File: src/verilog/ccpcu_pkg.sv
// Package with register map, field layout and mode codes of the capture/compare unit.
package ccpcu_pkg;
  localparam logic [7:0] ADDR_CONTROL = 8'h00;
  localparam logic [7:0] ADDR_VALUE_LOW = 8'h04;
  localparam logic [7:0] ADDR_VALUE_HIGH = 8'h08;
  localparam logic [7:0] ADDR_STATUS = 8'h0C;
  localparam logic [7:0] ADDR_ADC_CTRL = 8'h10;
  localparam logic [7:0] CONTROL_RESET = 8'h00;
  localparam logic [7:0] CONTROL_WMASK = 8'h3F;
  localparam int DUTY_LSB = 4;
  localparam int MODE_LSB = 0;
  localparam int STATUS_EVENT_BIT = 0;
  localparam int STATUS_LATCH_BIT = 1;
  localparam int ADC_ENABLE_BIT = 0;
  localparam logic [3:0] PRESCALE_16 = 4'hF;
  localparam logic [1:0] PRESCALE_4 = 2'h3;
  localparam logic [1:0] HTRANS_NONSEQ = 2'h2;

  typedef enum logic [3:0] {
    CCPCU_MODE_OFF = 4'h0,
    CCPCU_MODE_CAP_FALL = 4'h4,
    CCPCU_MODE_CAP_RISE = 4'h5,
    CCPCU_MODE_CAP_RISE4 = 4'h6,
    CCPCU_MODE_CAP_RISE16 = 4'h7,
    CCPCU_MODE_CMP_SET = 4'h8,
    CCPCU_MODE_CMP_CLR = 4'h9,
    CCPCU_MODE_CMP_SOFT = 4'hA,
    CCPCU_MODE_CMP_TRIG = 4'hB
  } ccpcu_mode_t;

  // Timebase view seen by the unit.
  typedef struct packed {
    logic [15:0] count;
    logic tick;
  } ccpcu_timebase_t;

  // Outputs towards the timebase and the converter.
  typedef struct packed {
    logic timebase_reset;
    logic adc_start;
  } ccpcu_trigger_t;
endpackage : ccpcu_pkg

File: src/verilog/ccpcu_sync.sv
// Two-stage synchroniser for the module pin level.
module ccpcu_sync (
  input wire logic hclk,
  input wire logic hresetn,
  input wire logic async_in,
  output logic sync_out
);
  logic stage1_ff;
  logic nxt_stage1;
  logic stage2_ff;
  logic nxt_stage2;

  // The first stage feeds only the second stage.
  always_comb begin
    nxt_stage1 = async_in;
    nxt_stage2 = stage1_ff;
  end

  // Both stages clear on reset.
  always_ff @(posedge hclk or negedge hresetn) begin
    if (!hresetn) begin
      stage1_ff <= 1'b0;
      stage2_ff <= 1'b0;
    end else begin
      stage1_ff <= nxt_stage1;
      stage2_ff <= nxt_stage2;
    end
  end

  assign sync_out = stage2_ff;
endmodule : ccpcu_sync

File: src/verilog/ccpcu_prescaler.sv
// Capture edge prescaler that counts rising edges of the module pin.
module ccpcu_prescaler (
  input wire logic hclk,
  input wire logic hresetn,
  input wire logic clear,
  input wire logic rise,
  input wire logic [1:0] sel,
  output logic hit
);
  logic [3:0] count_ff;
  logic [3:0] nxt_count;

  // Selects which rising edge ends a prescale period.
  always_comb begin
    nxt_count = count_ff;
    hit = 1'b0;
    if (clear) begin
      nxt_count = 4'h0;
    end else if (rise) begin
      nxt_count = count_ff + 4'h1;
      unique case (sel)
        2'h0: hit = 1'b1;
        2'h1: hit = 1'b1;
        2'h2: hit = (count_ff[1:0] == ccpcu_pkg::PRESCALE_4);
        2'h3: hit = (count_ff == ccpcu_pkg::PRESCALE_16);
      endcase
    end
  end

  // A mode change without clear keeps the count running, which can give an early edge.
  always_ff @(posedge hclk or negedge hresetn) begin
    if (!hresetn) begin
      count_ff <= 4'h0;
    end else begin
      count_ff <= nxt_count;
    end
  end
endmodule : ccpcu_prescaler

File: src/verilog/ccpcu_capture_compare_unit.sv
// Capture/compare unit with its AHB-Lite register slave.
// Operation
// - Capture copies the 16-bit timebase count into the value registers.
// - Capture event: falling, rising, every 4th or 16th rising edge.
// - Each capture sets the event flag; software must clear it.
// - A new capture overwrites the stored value without any warning.
// - Edge detection watches the real pin level, even when driven.
// - Operation assured only with a synchronous timebase.
// - Prescaler clears when off, not capturing, or on reset.
// - Direct prescale changes keep the count; clear control first.
// - Compare checks the value registers against the timebase every cycle.
// - Every compare mode sets the event flag on a match.
// - Writing zero to control forces the compare latch low.
// - Mode 1010 only sets the flag and leaves the pin alone.
// - Mode 1011 resets the timebase and starts conversion if enabled.
// - Trigger asserts at match; timebase clears at the next tick.
// - Trigger resets never set the timebase overflow flag.
// - If the match vanishes before the tick, the reset is skipped.
// - Capture codes are 0100, 0101, 0110 and 0111.
// - Mode 1000 sets the output latch on a match.
//
// Design decisions made here: register access over AHB-Lite and the register offsets.
module ccpcu_capture_compare_unit (
  input wire logic hclk,
  input wire logic hresetn,
  input wire logic hsel,
  input wire logic [7:0] haddr,
  input wire logic [1:0] htrans,
  input wire logic hwrite,
  input wire logic [2:0] hsize,
  input wire logic [31:0] hwdata,
  input wire logic hready,
  output logic [31:0] hrdata,
  output logic hreadyout,
  output logic hresp,
  input wire logic module_pin_in,
  input wire ccpcu_pkg::ccpcu_timebase_t timebase,
  output ccpcu_pkg::ccpcu_trigger_t trigger,
  output logic module_pin_out,
  output logic module_pin_oe_n,
  output logic unit_event_flag,
  output logic timebase_overflow_block
);
  // Synchronised pin level and the sample before it.
  logic pin_sync;
  logic pin_prev_ff;
  logic nxt_pin_prev;

  // Software-visible registers: control, the value pair and the event flag.
  logic [7:0] control_ff;
  logic [7:0] nxt_control;
  logic [15:0] value_ff;
  logic [15:0] nxt_value;
  logic event_ff;
  logic nxt_event;

  // Compare output latch; a zero control write forces it low.
  logic latch_ff;
  logic nxt_latch;

  // Converter enable, written by software.
  logic adc_enable_ff;
  logic nxt_adc_enable;

  // Match history and the timebase reset waiting for its tick.
  logic match_prev_ff;
  logic nxt_match_prev;
  logic trig_pend_ff;
  logic nxt_trig_pend;

  // Registered drives towards the timebase, the converter and the pin.
  logic tb_reset_ff;
  logic nxt_tb_reset;
  logic adc_start_ff;
  logic nxt_adc_start;
  logic pin_out_ff;
  logic nxt_pin_out;
  logic pin_oe_n_ff;
  logic nxt_pin_oe_n;

  // Bus state kept between the address phase and the data phase.
  logic wr_pend_ff;
  logic nxt_wr_pend;
  logic [7:0] wr_addr_ff;
  logic [7:0] nxt_wr_addr;
  logic [31:0] rdata_ff;
  logic [31:0] nxt_rdata;

  // Decoded mode and the events derived from the pin and the comparator.
  logic [3:0] mode;
  logic capturing;
  logic comparing;
  logic trig_mode;
  logic pin_owner;
  logic rise;
  logic fall;
  logic presc_hit;
  logic cap_event;
  logic match;
  logic match_rise;
  logic bus_take;

  // Decodes whether a mode code selects one of the capture modes.
  function automatic logic is_capture(input logic [3:0] m);
    is_capture = (m[3:2] == 2'h1);
  endfunction : is_capture

  // Decodes whether a mode code selects one of the compare modes.
  function automatic logic is_compare(input logic [3:0] m);
    is_compare = (m[3:2] == 2'h2);
  endfunction : is_compare

  // Decodes the special event trigger mode, used by both the trigger and its cancel.
  function automatic logic is_trigger(input logic [3:0] m);
    is_trigger = (m == ccpcu_pkg::CCPCU_MODE_CMP_TRIG);
  endfunction : is_trigger

  // Decodes the modes in which the compare latch owns the module pin.
  function automatic logic is_pin_owner(input logic [3:0] m);
    is_pin_owner = (m == ccpcu_pkg::CCPCU_MODE_CMP_SET) ||
                   (m == ccpcu_pkg::CCPCU_MODE_CMP_CLR);
  endfunction : is_pin_owner

  // The pin is sampled as driven, so a port write while it is an output can capture.
  ccpcu_sync u_pin_sync (
    .hclk(hclk),
    .hresetn(hresetn),
    .async_in(module_pin_in),
    .sync_out(pin_sync)
  );

  // Only rising edges are counted; the falling-edge mode bypasses the prescaler.
  ccpcu_prescaler u_prescaler (
    .hclk(hclk),
    .hresetn(hresetn),
    .clear(!capturing),
    .rise(rise),
    .sel(mode[1:0]),
    .hit(presc_hit)
  );

  // Mode decoding, edge detection and the continuous comparator.
  // Everything here settles within one cycle of a control write.
  always_comb begin
    mode = control_ff[ccpcu_pkg::MODE_LSB +: 4];
    capturing = is_capture(mode);
    comparing = is_compare(mode);
    trig_mode = is_trigger(mode);
    pin_owner = is_pin_owner(mode);
    // A rise or fall is a change between two synchronised samples.
    nxt_pin_prev = pin_sync;
    rise = pin_sync && !pin_prev_ff;
    fall = !pin_sync && pin_prev_ff;
    cap_event = capturing && ((mode == ccpcu_pkg::CCPCU_MODE_CAP_FALL) ? fall : presc_hit);
    // The timebase shares hclk; an asynchronous counter could be caught in mid-change.
    match = comparing && (value_ff == timebase.count);
    // A lasting match sets the flag only once, on its first cycle.
    match_rise = match && !match_prev_ff;
    nxt_match_prev = match;
    // Transfers are taken only while the bus is ready; hsize is ignored, all are words.
    bus_take = hsel && hready && (htrans == ccpcu_pkg::HTRANS_NONSEQ);
  end

  // Bus side: one wait-free data phase; reads are registered at the address phase.
  // Writes need their data phase, so only the address and the direction are kept here.
  always_comb begin
    nxt_wr_pend = bus_take && hwrite;
    nxt_wr_addr = haddr;
    nxt_rdata = rdata_ff;
    if (bus_take && !hwrite) begin
      unique case (haddr)
        ccpcu_pkg::ADDR_CONTROL: nxt_rdata = {24'h000000, control_ff};
        ccpcu_pkg::ADDR_VALUE_LOW: nxt_rdata = {24'h000000, value_ff[7:0]};
        ccpcu_pkg::ADDR_VALUE_HIGH: nxt_rdata = {24'h000000, value_ff[15:8]};
        ccpcu_pkg::ADDR_STATUS: nxt_rdata = {30'h00000000, latch_ff, event_ff};
        ccpcu_pkg::ADDR_ADC_CTRL: nxt_rdata = {31'h00000000, adc_enable_ff};
        // Unmapped offsets read as zero.
        default: nxt_rdata = 32'h00000000;
      endcase
    end
  end

  // Register updates; hardware set of the flag wins over a software clear.
  // The value pair is written a byte at a time, so a match can be seen in between.
  always_comb begin
    nxt_control = control_ff;
    nxt_value = value_ff;
    nxt_event = event_ff;
    nxt_adc_enable = adc_enable_ff;
    if (wr_pend_ff) begin
      unique case (wr_addr_ff)
        // Bits 7-6 are not implemented and always read zero.
        ccpcu_pkg::ADDR_CONTROL: nxt_control = hwdata[7:0] & ccpcu_pkg::CONTROL_WMASK;
        ccpcu_pkg::ADDR_VALUE_LOW: nxt_value[7:0] = hwdata[7:0];
        ccpcu_pkg::ADDR_VALUE_HIGH: nxt_value[15:8] = hwdata[7:0];
        ccpcu_pkg::ADDR_STATUS: begin
          // Writing one leaves the flag alone, so a read-modify-write cannot set it.
          if (!hwdata[ccpcu_pkg::STATUS_EVENT_BIT]) begin
            nxt_event = 1'b0;
          end
        end
        ccpcu_pkg::ADDR_ADC_CTRL: nxt_adc_enable = hwdata[ccpcu_pkg::ADC_ENABLE_BIT];
        default: nxt_event = event_ff;
      endcase
    end
    // Hardware sets come after the bus write so that they win in a shared cycle.
    if (cap_event) begin
      nxt_value = timebase.count;
      nxt_event = 1'b1;
    end
    if (match_rise) begin
      nxt_event = 1'b1;
    end
  end

  // Compare latch, trigger and pin drive.
  always_comb begin
    nxt_latch = latch_ff;
    nxt_trig_pend = trig_pend_ff;
    nxt_tb_reset = 1'b0;
    nxt_adc_start = 1'b0;
    // Set and clear act on the first cycle of a match only, like the flag.
    if (match_rise && (mode == ccpcu_pkg::CCPCU_MODE_CMP_SET)) begin
      nxt_latch = 1'b1;
    end
    if (match_rise && (mode == ccpcu_pkg::CCPCU_MODE_CMP_CLR)) begin
      nxt_latch = 1'b0;
    end
    // A write of exactly zero to control wins over a match in the same cycle and returns the latch low.
    if (wr_pend_ff && (wr_addr_ff == ccpcu_pkg::ADDR_CONTROL) && (hwdata[7:0] == 8'h00)) begin
      nxt_latch = 1'b0;
    end
    // The converter start is a one-cycle pulse, registered one edge after the match.
    if (match_rise && trig_mode) begin
      nxt_trig_pend = 1'b1;
      nxt_adc_start = adc_enable_ff;
    end
    // A rewritten value that breaks the match before the tick cancels the timebase reset.
    if (trig_pend_ff && !(match && trig_mode)) begin
      nxt_trig_pend = 1'b0;
    end else if (trig_pend_ff && timebase.tick) begin
      nxt_tb_reset = 1'b1;
      nxt_trig_pend = 1'b0;
    end
    // Only set and clear modes own the pin; the rest leave it to the port.
    nxt_pin_out = latch_ff;
    nxt_pin_oe_n = !pin_owner;
  end

  // All state of the unit clears on reset except pin_oe_n_ff, which sets.
  // The pin driver starts released so that the port keeps the pin after reset.
  always_ff @(posedge hclk or negedge hresetn) begin
    if (!hresetn) begin
      pin_prev_ff <= 1'b0;
      control_ff <= ccpcu_pkg::CONTROL_RESET;
      value_ff <= 16'h0000;
      event_ff <= 1'b0;
      latch_ff <= 1'b0;
      adc_enable_ff <= 1'b0;
      match_prev_ff <= 1'b0;
      trig_pend_ff <= 1'b0;
      tb_reset_ff <= 1'b0;
      adc_start_ff <= 1'b0;
      pin_out_ff <= 1'b0;
      pin_oe_n_ff <= 1'b1;
      wr_pend_ff <= 1'b0;
      wr_addr_ff <= 8'h00;
      rdata_ff <= 32'h00000000;
    end else begin
      pin_prev_ff <= nxt_pin_prev;
      control_ff <= nxt_control;
      value_ff <= nxt_value;
      event_ff <= nxt_event;
      latch_ff <= nxt_latch;
      adc_enable_ff <= nxt_adc_enable;
      match_prev_ff <= nxt_match_prev;
      trig_pend_ff <= nxt_trig_pend;
      tb_reset_ff <= nxt_tb_reset;
      adc_start_ff <= nxt_adc_start;
      pin_out_ff <= nxt_pin_out;
      pin_oe_n_ff <= nxt_pin_oe_n;
      wr_pend_ff <= nxt_wr_pend;
      wr_addr_ff <= nxt_wr_addr;
      rdata_ff <= nxt_rdata;
    end
  end

  // Outputs straight from flip-flops; the bus never waits and never errs.
  // A timebase reset from the trigger must not raise overflow, so the timer is told to block it.
  always_comb begin
    hrdata = rdata_ff;
    hreadyout = 1'b1;
    hresp = 1'b0;
    trigger.timebase_reset = tb_reset_ff;
    trigger.adc_start = adc_start_ff;
    module_pin_out = pin_out_ff;
    module_pin_oe_n = pin_oe_n_ff;
    unit_event_flag = event_ff;
    timebase_overflow_block = tb_reset_ff;
  end
endmodule : ccpcu_capture_compare_unit

File: config.mk
export PLATFORM = sky130hd
export DESIGN_NAME = ccpcu_capture_compare_unit
export DESIGN_NICKNAME = d
export VERILOG_FILES = /design/src/verilog/ccpcu_pkg.sv /design/src/verilog/ccpcu_sync.sv /design/src/verilog/ccpcu_prescaler.sv /design/src/verilog/ccpcu_capture_compare_unit.sv
export SDC_FILE = /design/constraint.sdc
export NUM_CORES = 1
export LEC_CHECK = 0
export BUFFER_PORTS_ARGS = -buffer_cell sky130_fd_sc_hd__buf_2
export CORE_MARGIN = 2
export CORE_UTILIZATION = 44
export CTS_CLUSTER_SIZE = 30
export DETAILED_ROUTE_END_ITERATION = 6
export PLACE_DENSITY = 0.82
export SYNTH_ARGS = -nofsm -noshare
export SYNTH_HDL_FRONTEND = slang
export SYNTH_SLANG_ARGS = --single-unit
File: constraint.sdc
create_clock -name hclk -period 1.7 [get_ports hclk]
set_input_delay 0.17 -clock hclk [delete_from_list [all_inputs] [get_ports hclk]]
set_output_delay 0.17 -clock hclk [all_outputs]
set_load 0.005 [all_outputs]
## After elaboration in Yosys (flattened, before gate mapping)

Cells that the tools add are included.
Widths: inputs -> output; s select.

- Eq/ne operators: 23
- Bitwise operators: 0
- Magnitude comparators: 0
- $add $sub $neg: 1
- Multipliers: 0
- Div/mod/pow operators: 0
- Mux-type cells: 25
- Shifts and indexed selects: 0
- Reductions and logical operators: 41

Operator list:

| operator | number |
|---|---|
| $pmux 8 s5 | 1 |
| $eq 8x4->1 const B | 4 |
| $mux 16 | 2 |
| $logic_not 8->1 | 3 |
| $logic_and 1x1->1 | 17 |
| $mux 1 | 17 |
| $eq 16x16->1 | 1 |
| $eq 4x4->1 const B | 4 |
| $eq 8x3->1 const B | 2 |
| $eq 8x5->1 const B | 2 |
| $mux 8 | 2 |
| $reduce_bool 3->1 | 4 |
| $eq 2x2->1 const B | 5 |
| $mux 4 | 2 |
| $reduce_and 2->1 | 4 |
| $logic_not 1->1 | 6 |
| $reduce_bool 2->1 | 3 |
| $add 4x1->4 const B | 1 |
| $eq 2x1->1 const B | 2 |
| $eq 4x3->1 const B | 1 |
| $ne 3x1->1 const B | 1 |
| $pmux 1 s3 | 1 |
| $reduce_and 3->1 | 1 |
| $logic_not 2->1 | 1 |
| 3 further kinds | 3 |

- Output and inout bits: 40
- Word-level logic and storage cells: 109
- Memories: 0
- Memory bits (writable): 0
- Register bits after elaboration: 79
- Memory bits (read-only): 0
- Latch bits: 0
- Input bits: 68

## Depth between registers and ports, before layout

- Word-level depth: 9
- Depth in mapped cells: 6
- Gate-level depth less buffers: 5

## Cells and area by module

Synthesis repeated with hierarchy kept, for this count alone.

- Cells, all modules: 255
- Area, all modules: 2870.3 um^2

By module, submodules not included:

| module | times used | cells each | area an instance (um^2) | seq. area each (um^2) |
|---|---|---|---|---|
| ccpcu_capture_compare_unit | 1 | 232 | 2573.7 | 1227.4 |
| ccpcu_prescaler | 1 | 21 | 246.5 | 100.1 |
| ccpcu_sync | 1 | 2 | 50.0 | 50.0 |

## Least setup slack after synthesis

No wires, ideal clock.

- Path type: flip-flop to flip-flop
- Start point: register wr_addr_ff[1]
- End point: register value_ff[10]
- Period minus slack after synthesis: 1.859 ns
- Arrival time: 1.722 ns
- Path buffers: 1
- Stages on the path, launching flop included: 7
- Required time: 1.563 ns
- Setup slack: -0.159 ns
- Setup time: 0.137 ns
- Path through: dfrtp_1 > or4_4 > nor4b_4 > nand3b_1 > buf_2 > mux2i_1 > a21oi_1

- Longest elaborated chain between the ends: 3

Ends and longest elaborated chain:

| element | line | source |
|---|---|---|
| start: declaration | ccpcu_capture_compare_unit.sv:84 | `logic [7:0] wr_addr_ff;` |
| start signal: assignment | ccpcu_capture_compare_unit.sv:283 | `wr_addr_ff <= nxt_wr_addr;` |
| $eq 8x4->1 | ccpcu_capture_compare_unit.sv:191 | `unique case (wr_addr_ff)` |
| $reduce_bool 2->1 (no source line) | -- |  |
| $reduce_and 2->1 (no source line) | -- |  |
| end signal: assignment | ccpcu_capture_compare_unit.sv:272 | `value_ff <= nxt_value;` |
| end: declaration | ccpcu_capture_compare_unit.sv:52 | `logic [15:0] value_ff;` |

Every way passes these cells.
A chain may end at the register's enable or synchronous reset.

## Worst setup path after layout

- Start point: register wr_addr_ff[5]
- End point: register value_ff[2]

- Longest elaborated chain between the ends: 3

Ends and longest elaborated chain:

| element | line |
|---|---|
| $eq 8x3->1 | ccpcu_capture_compare_unit.sv:191 |
| $reduce_bool 2->1 (no source line) | -- |
| $reduce_and 2->1 (no source line) | -- |

Every way passes these cells.

==> results list <==
* Max stage delay cell, worst path: or4_4
* Basic-gate share of the synthesized area counting and, or, nand and nor cells: 0.1594
- For this run, the slowest stage of the critical path takes 0.55 ns.
- Placed Instances: 396
* CTS tree: done
- The HPWL after detailed placement is 4.654 mm.
- The final hold violation count is 0.
- Power per standard cell area: 857.8 nW/um^2
* Proportion of layout cells with a drive suffix above 1: 0.2776
- Post-detailed-routing wire length: 6.170 mm
- Post-layout total power: 2.878 mW
* Layout overhead on the synthesized area: 19.73%
- In the final timing run, aggregate negative setup slack is -4.498 ns.
- Summed over all cells, the static leakage comes to 1.679 nW.
- The first TritonRoute pass finished after 4 iterations.
- Vias in the first global route: 2090
* Failing checks: setup timing
- Of the total synthesized cell area, the portion taken by full adders, half adders and majority gates is 0.004464.
- Total number of yosys warnings: 0
* Arrival time worst endpoint: ~2.1 ns
- Global route total overflow: 0
- Clock-pin slew was measured on the worst setup and hold paths at 0.09 ns.
- Final Instance Count excl. Fillers: 412
- In this run the worst path has a maximum fanout of 8.
* Number of slew-limit violations in the final report: 0
* Peak Freq: 0.5194 GHz
- Final weighted congestion in routability-driven placement: approximately 0.89
* Buffer cell driving the clock tree root: clkbuf_8
- For the final database, setup skew stands at 0.003355 ns.
* Seq cells post-synth: 55
- In the final design database the tool counted 403 nets.
- RSZ-0062 raised after global routing: true
- Share of synthesized area spent on multiplexers: 0.1228
* Result of the run: finished, violations left
- IR analysis of the VDD net gives a maximum drop of 0.4733 mV.
* Time the worst path needs with I/O delays and setup: 1.925 ns
* First-iteration detailed-routing DRC count: about 120
- Setup violations remaining at the end of the flow were counted as 24.
* Number of clock sinks: 55
- Number of fillers in the final layout: 569
- The worst setup path is of the reg2reg kind.
- Routed wire length per instance: 14.98 um
- For this design the top-level I/O count stands at 108.
- Y dimension of the die: roughly 84 um
- In this run the remaining antenna-violating nets after routing total 0.
* First-pass GRT wire length: 10.03 mm
- Across all layers, the routed design uses about 2100 vias.
- The core region is ~6200 sq um.
- The worst hold path belongs to the class in2reg.
- Area of the mapped netlist: approximately 2800 sq um
* Post-synthesis compound-gate area fraction: 0.07589
- Post-synth cell types: 38
- The clock tree synthesis step divided the H-tree into 2 levels.
- After synthesis, the mean cell area works out to between 10 and 15 sq um.
* Critical Path RT: between 1.5 and 2 ns
- Die span in x: 83.81 um
* Clk_lat worst skew: roughly 0.31 ns
- Walking the worst path, the cells encountered are or4_4 > nor4b_4 > nand3b_1 > buf_6 > mux2i_1 > a21oi_1.
- After synthesis, the largest family of logic cells by area is simple AND/OR/NAND/NOR gates.
* Count of buffering cells on the critical path with inverters included: 1
- The initialized floorplan defines 29 standard-cell rows.
- Max_cap viols: 0
* Largest net degree at the start of global routing: 40
* Post-Synth XOR/XNOR Area: 0.05000
* Sequential cell area: 1378 sq um
- For this run, design rule violations remaining after detail routing come to 0.
- Effective utilization at floorplan: 0.4491
- The clock passes through at most 2 buffers.
- Broken down by cell family, the worst path's largest delay share belongs to simple AND/OR/NAND/NOR gates.
* Fraction of the yosys area taken by sequential cells: 0.4915
- The multi-input combinational cells in the finished layout cover a total of 1287 sq um.
- In the global route stage, overall resource usage came out at 0.1822.
- Antenna cells: 0
* Share of flip-flops with an asynchronous set or reset after synthesis: 1.000
- Synthesized instance count: around 270
* Setup slack after layout: -0.2253 ns
* Count of buffers from port buffering: 54
* Initial antenna violation count: 0
- Die area: 7024 sq um
* Final Cycle Share: 1.133
- In the routed layout, each cell is associated on average with a via count of 5.175.
* Number of synthesized flops with an enable pin: 0
- The worst setup path is launched from a flip-flop.
- Buffers inserted during clock tree synthesis total 5.
* Commonest cells after routing, fill and taps aside: dfrtp_1, buf_2, nor2_1
- Predominant post-synthesis flop cell: dfrtp_1
- Capturing element type of the critical path: flip-flop
[sequential cells by signal, indices dropped and copies added (netlist names)]
name,count
hrdata,8
u_pin_sync.sync_out,1
pin_prev_ff,1
control_ff,6
u_pin_sync.nxt_stage2,1
adc_start_ff,1
wr_pend_ff,1
match_prev_ff,1
value_ff,16
trig_pend_ff,1
module_pin_oe_n,1
wr_addr_ff,8
adc_enable_ff,1
latch_ff,1
u_prescaler.count_ff,4
unit_event_flag,1
module_pin_out,1
timebase_overflow_block,1
[final cells by class]
class / instances / share of cell area
Clock buffer: 6 / 0.02461
Clock inverter: 2 / 0.01044
Timing Repair Buffer: 74 / 0.1365
Multi-Input combinational cell: 193 / 0.3837
Inverter: 5 / 0.005593
Tap cell: 77 / 0.02871
Sequential cell: 55 / 0.4105
[synthesized netlist by cell type (3+ instances only)]
cell type,n,share of area
mux2i_1,22,0.079
inv_1,5,0.0067
nand4_1,6,0.013
xnor2_1,12,0.037
mux2_2,7,0.028
nor4_1,3,0.0067
nand2b_1,8,0.018
nand2_1,12,0.016
clkbuf_1,6,0.0080
nor3b_1,4,0.011
nor2_1,28,0.037
buf_4,28,0.075
o21ai_0,8,0.014
xor2_1,4,0.012
nor2b_1,6,0.013
a21oi_1,20,0.036
nand3_1,3,0.0054
dfrtp_1,54,0.48
[stage by stage]
stage,hold slack (ns),area [sq um],setup WS (ns),util
6_report,0.01648,3356,-0.2253,0.5377
5_1_grt,0.007096,3356,-0.3143,0.5377
4_1_cts,0.003127,3329,-0.2947,0.5335
3_5_place_dp,0.1198,3119,-0.2546,0.4998
3_3_place_gp,0.1163,3119,-0.2150,0.4998
2_1_floorplan,-0.1256,2905,-0.09564,-
[final timing paths]
path                                            start                   to  slack [ns]  depth (start not counted)
worst max register to register          wr_addr_ff[5]          value_ff[2]       -0.23                          6
worst min register to register  u_pin_sync.nxt_stage2  u_pin_sync.sync_out        0.35                          0
min in group asynchronous                     hresetn         adc_start_ff        0.31                          2
max in group asynchronous                     hresetn          value_ff[6]        0.86                          3
worst max-delay path                    wr_addr_ff[5]          value_ff[2]       -0.23                          6
worst min-delay path                         haddr[4]        wr_addr_ff[4]        0.02                          1
[report_power, final]
group / switching, mW / internal [mW]
clock: 0.408 / 0.477
sequential: 0.110 / 1.42
combinational: 0.232 / 0.233
total: 0.750 / 2.13
[metal layers]
metal  vias to the layer above  GRT usage  share of wire
li1                        997          -              -
met1                      1042     0.2371           0.43
met2                        82     0.2996           0.50
met3                        11    0.03956          0.058
met4                         0    0.06745          0.015
met5                         -          0              0
[timing repair]
item,CTS,global route
gates resized for setup,6,5
endpoints found under the hold margin,21,0
buffers inserted,1,0
hold buffers,7,0
endpoints found under the setup margin,24,27
pin swaps,19,8
[cells by family (layout without fill, tap and decap cells)]
family | Yosys count | count (layout)
AND/OR/NAND/NOR | 82 | 82
flip-flops | 55 | 55
adder cells (fa/ha/maj) | 1 | 1
other | 2 | 26
buffers and inverters | 41 | 87
AO/OA/AOI/OAI | 37 | 37
multiplexers | 31 | 31
XOR/XNOR | 16 | 16
(Power assumes the default switching activity.)
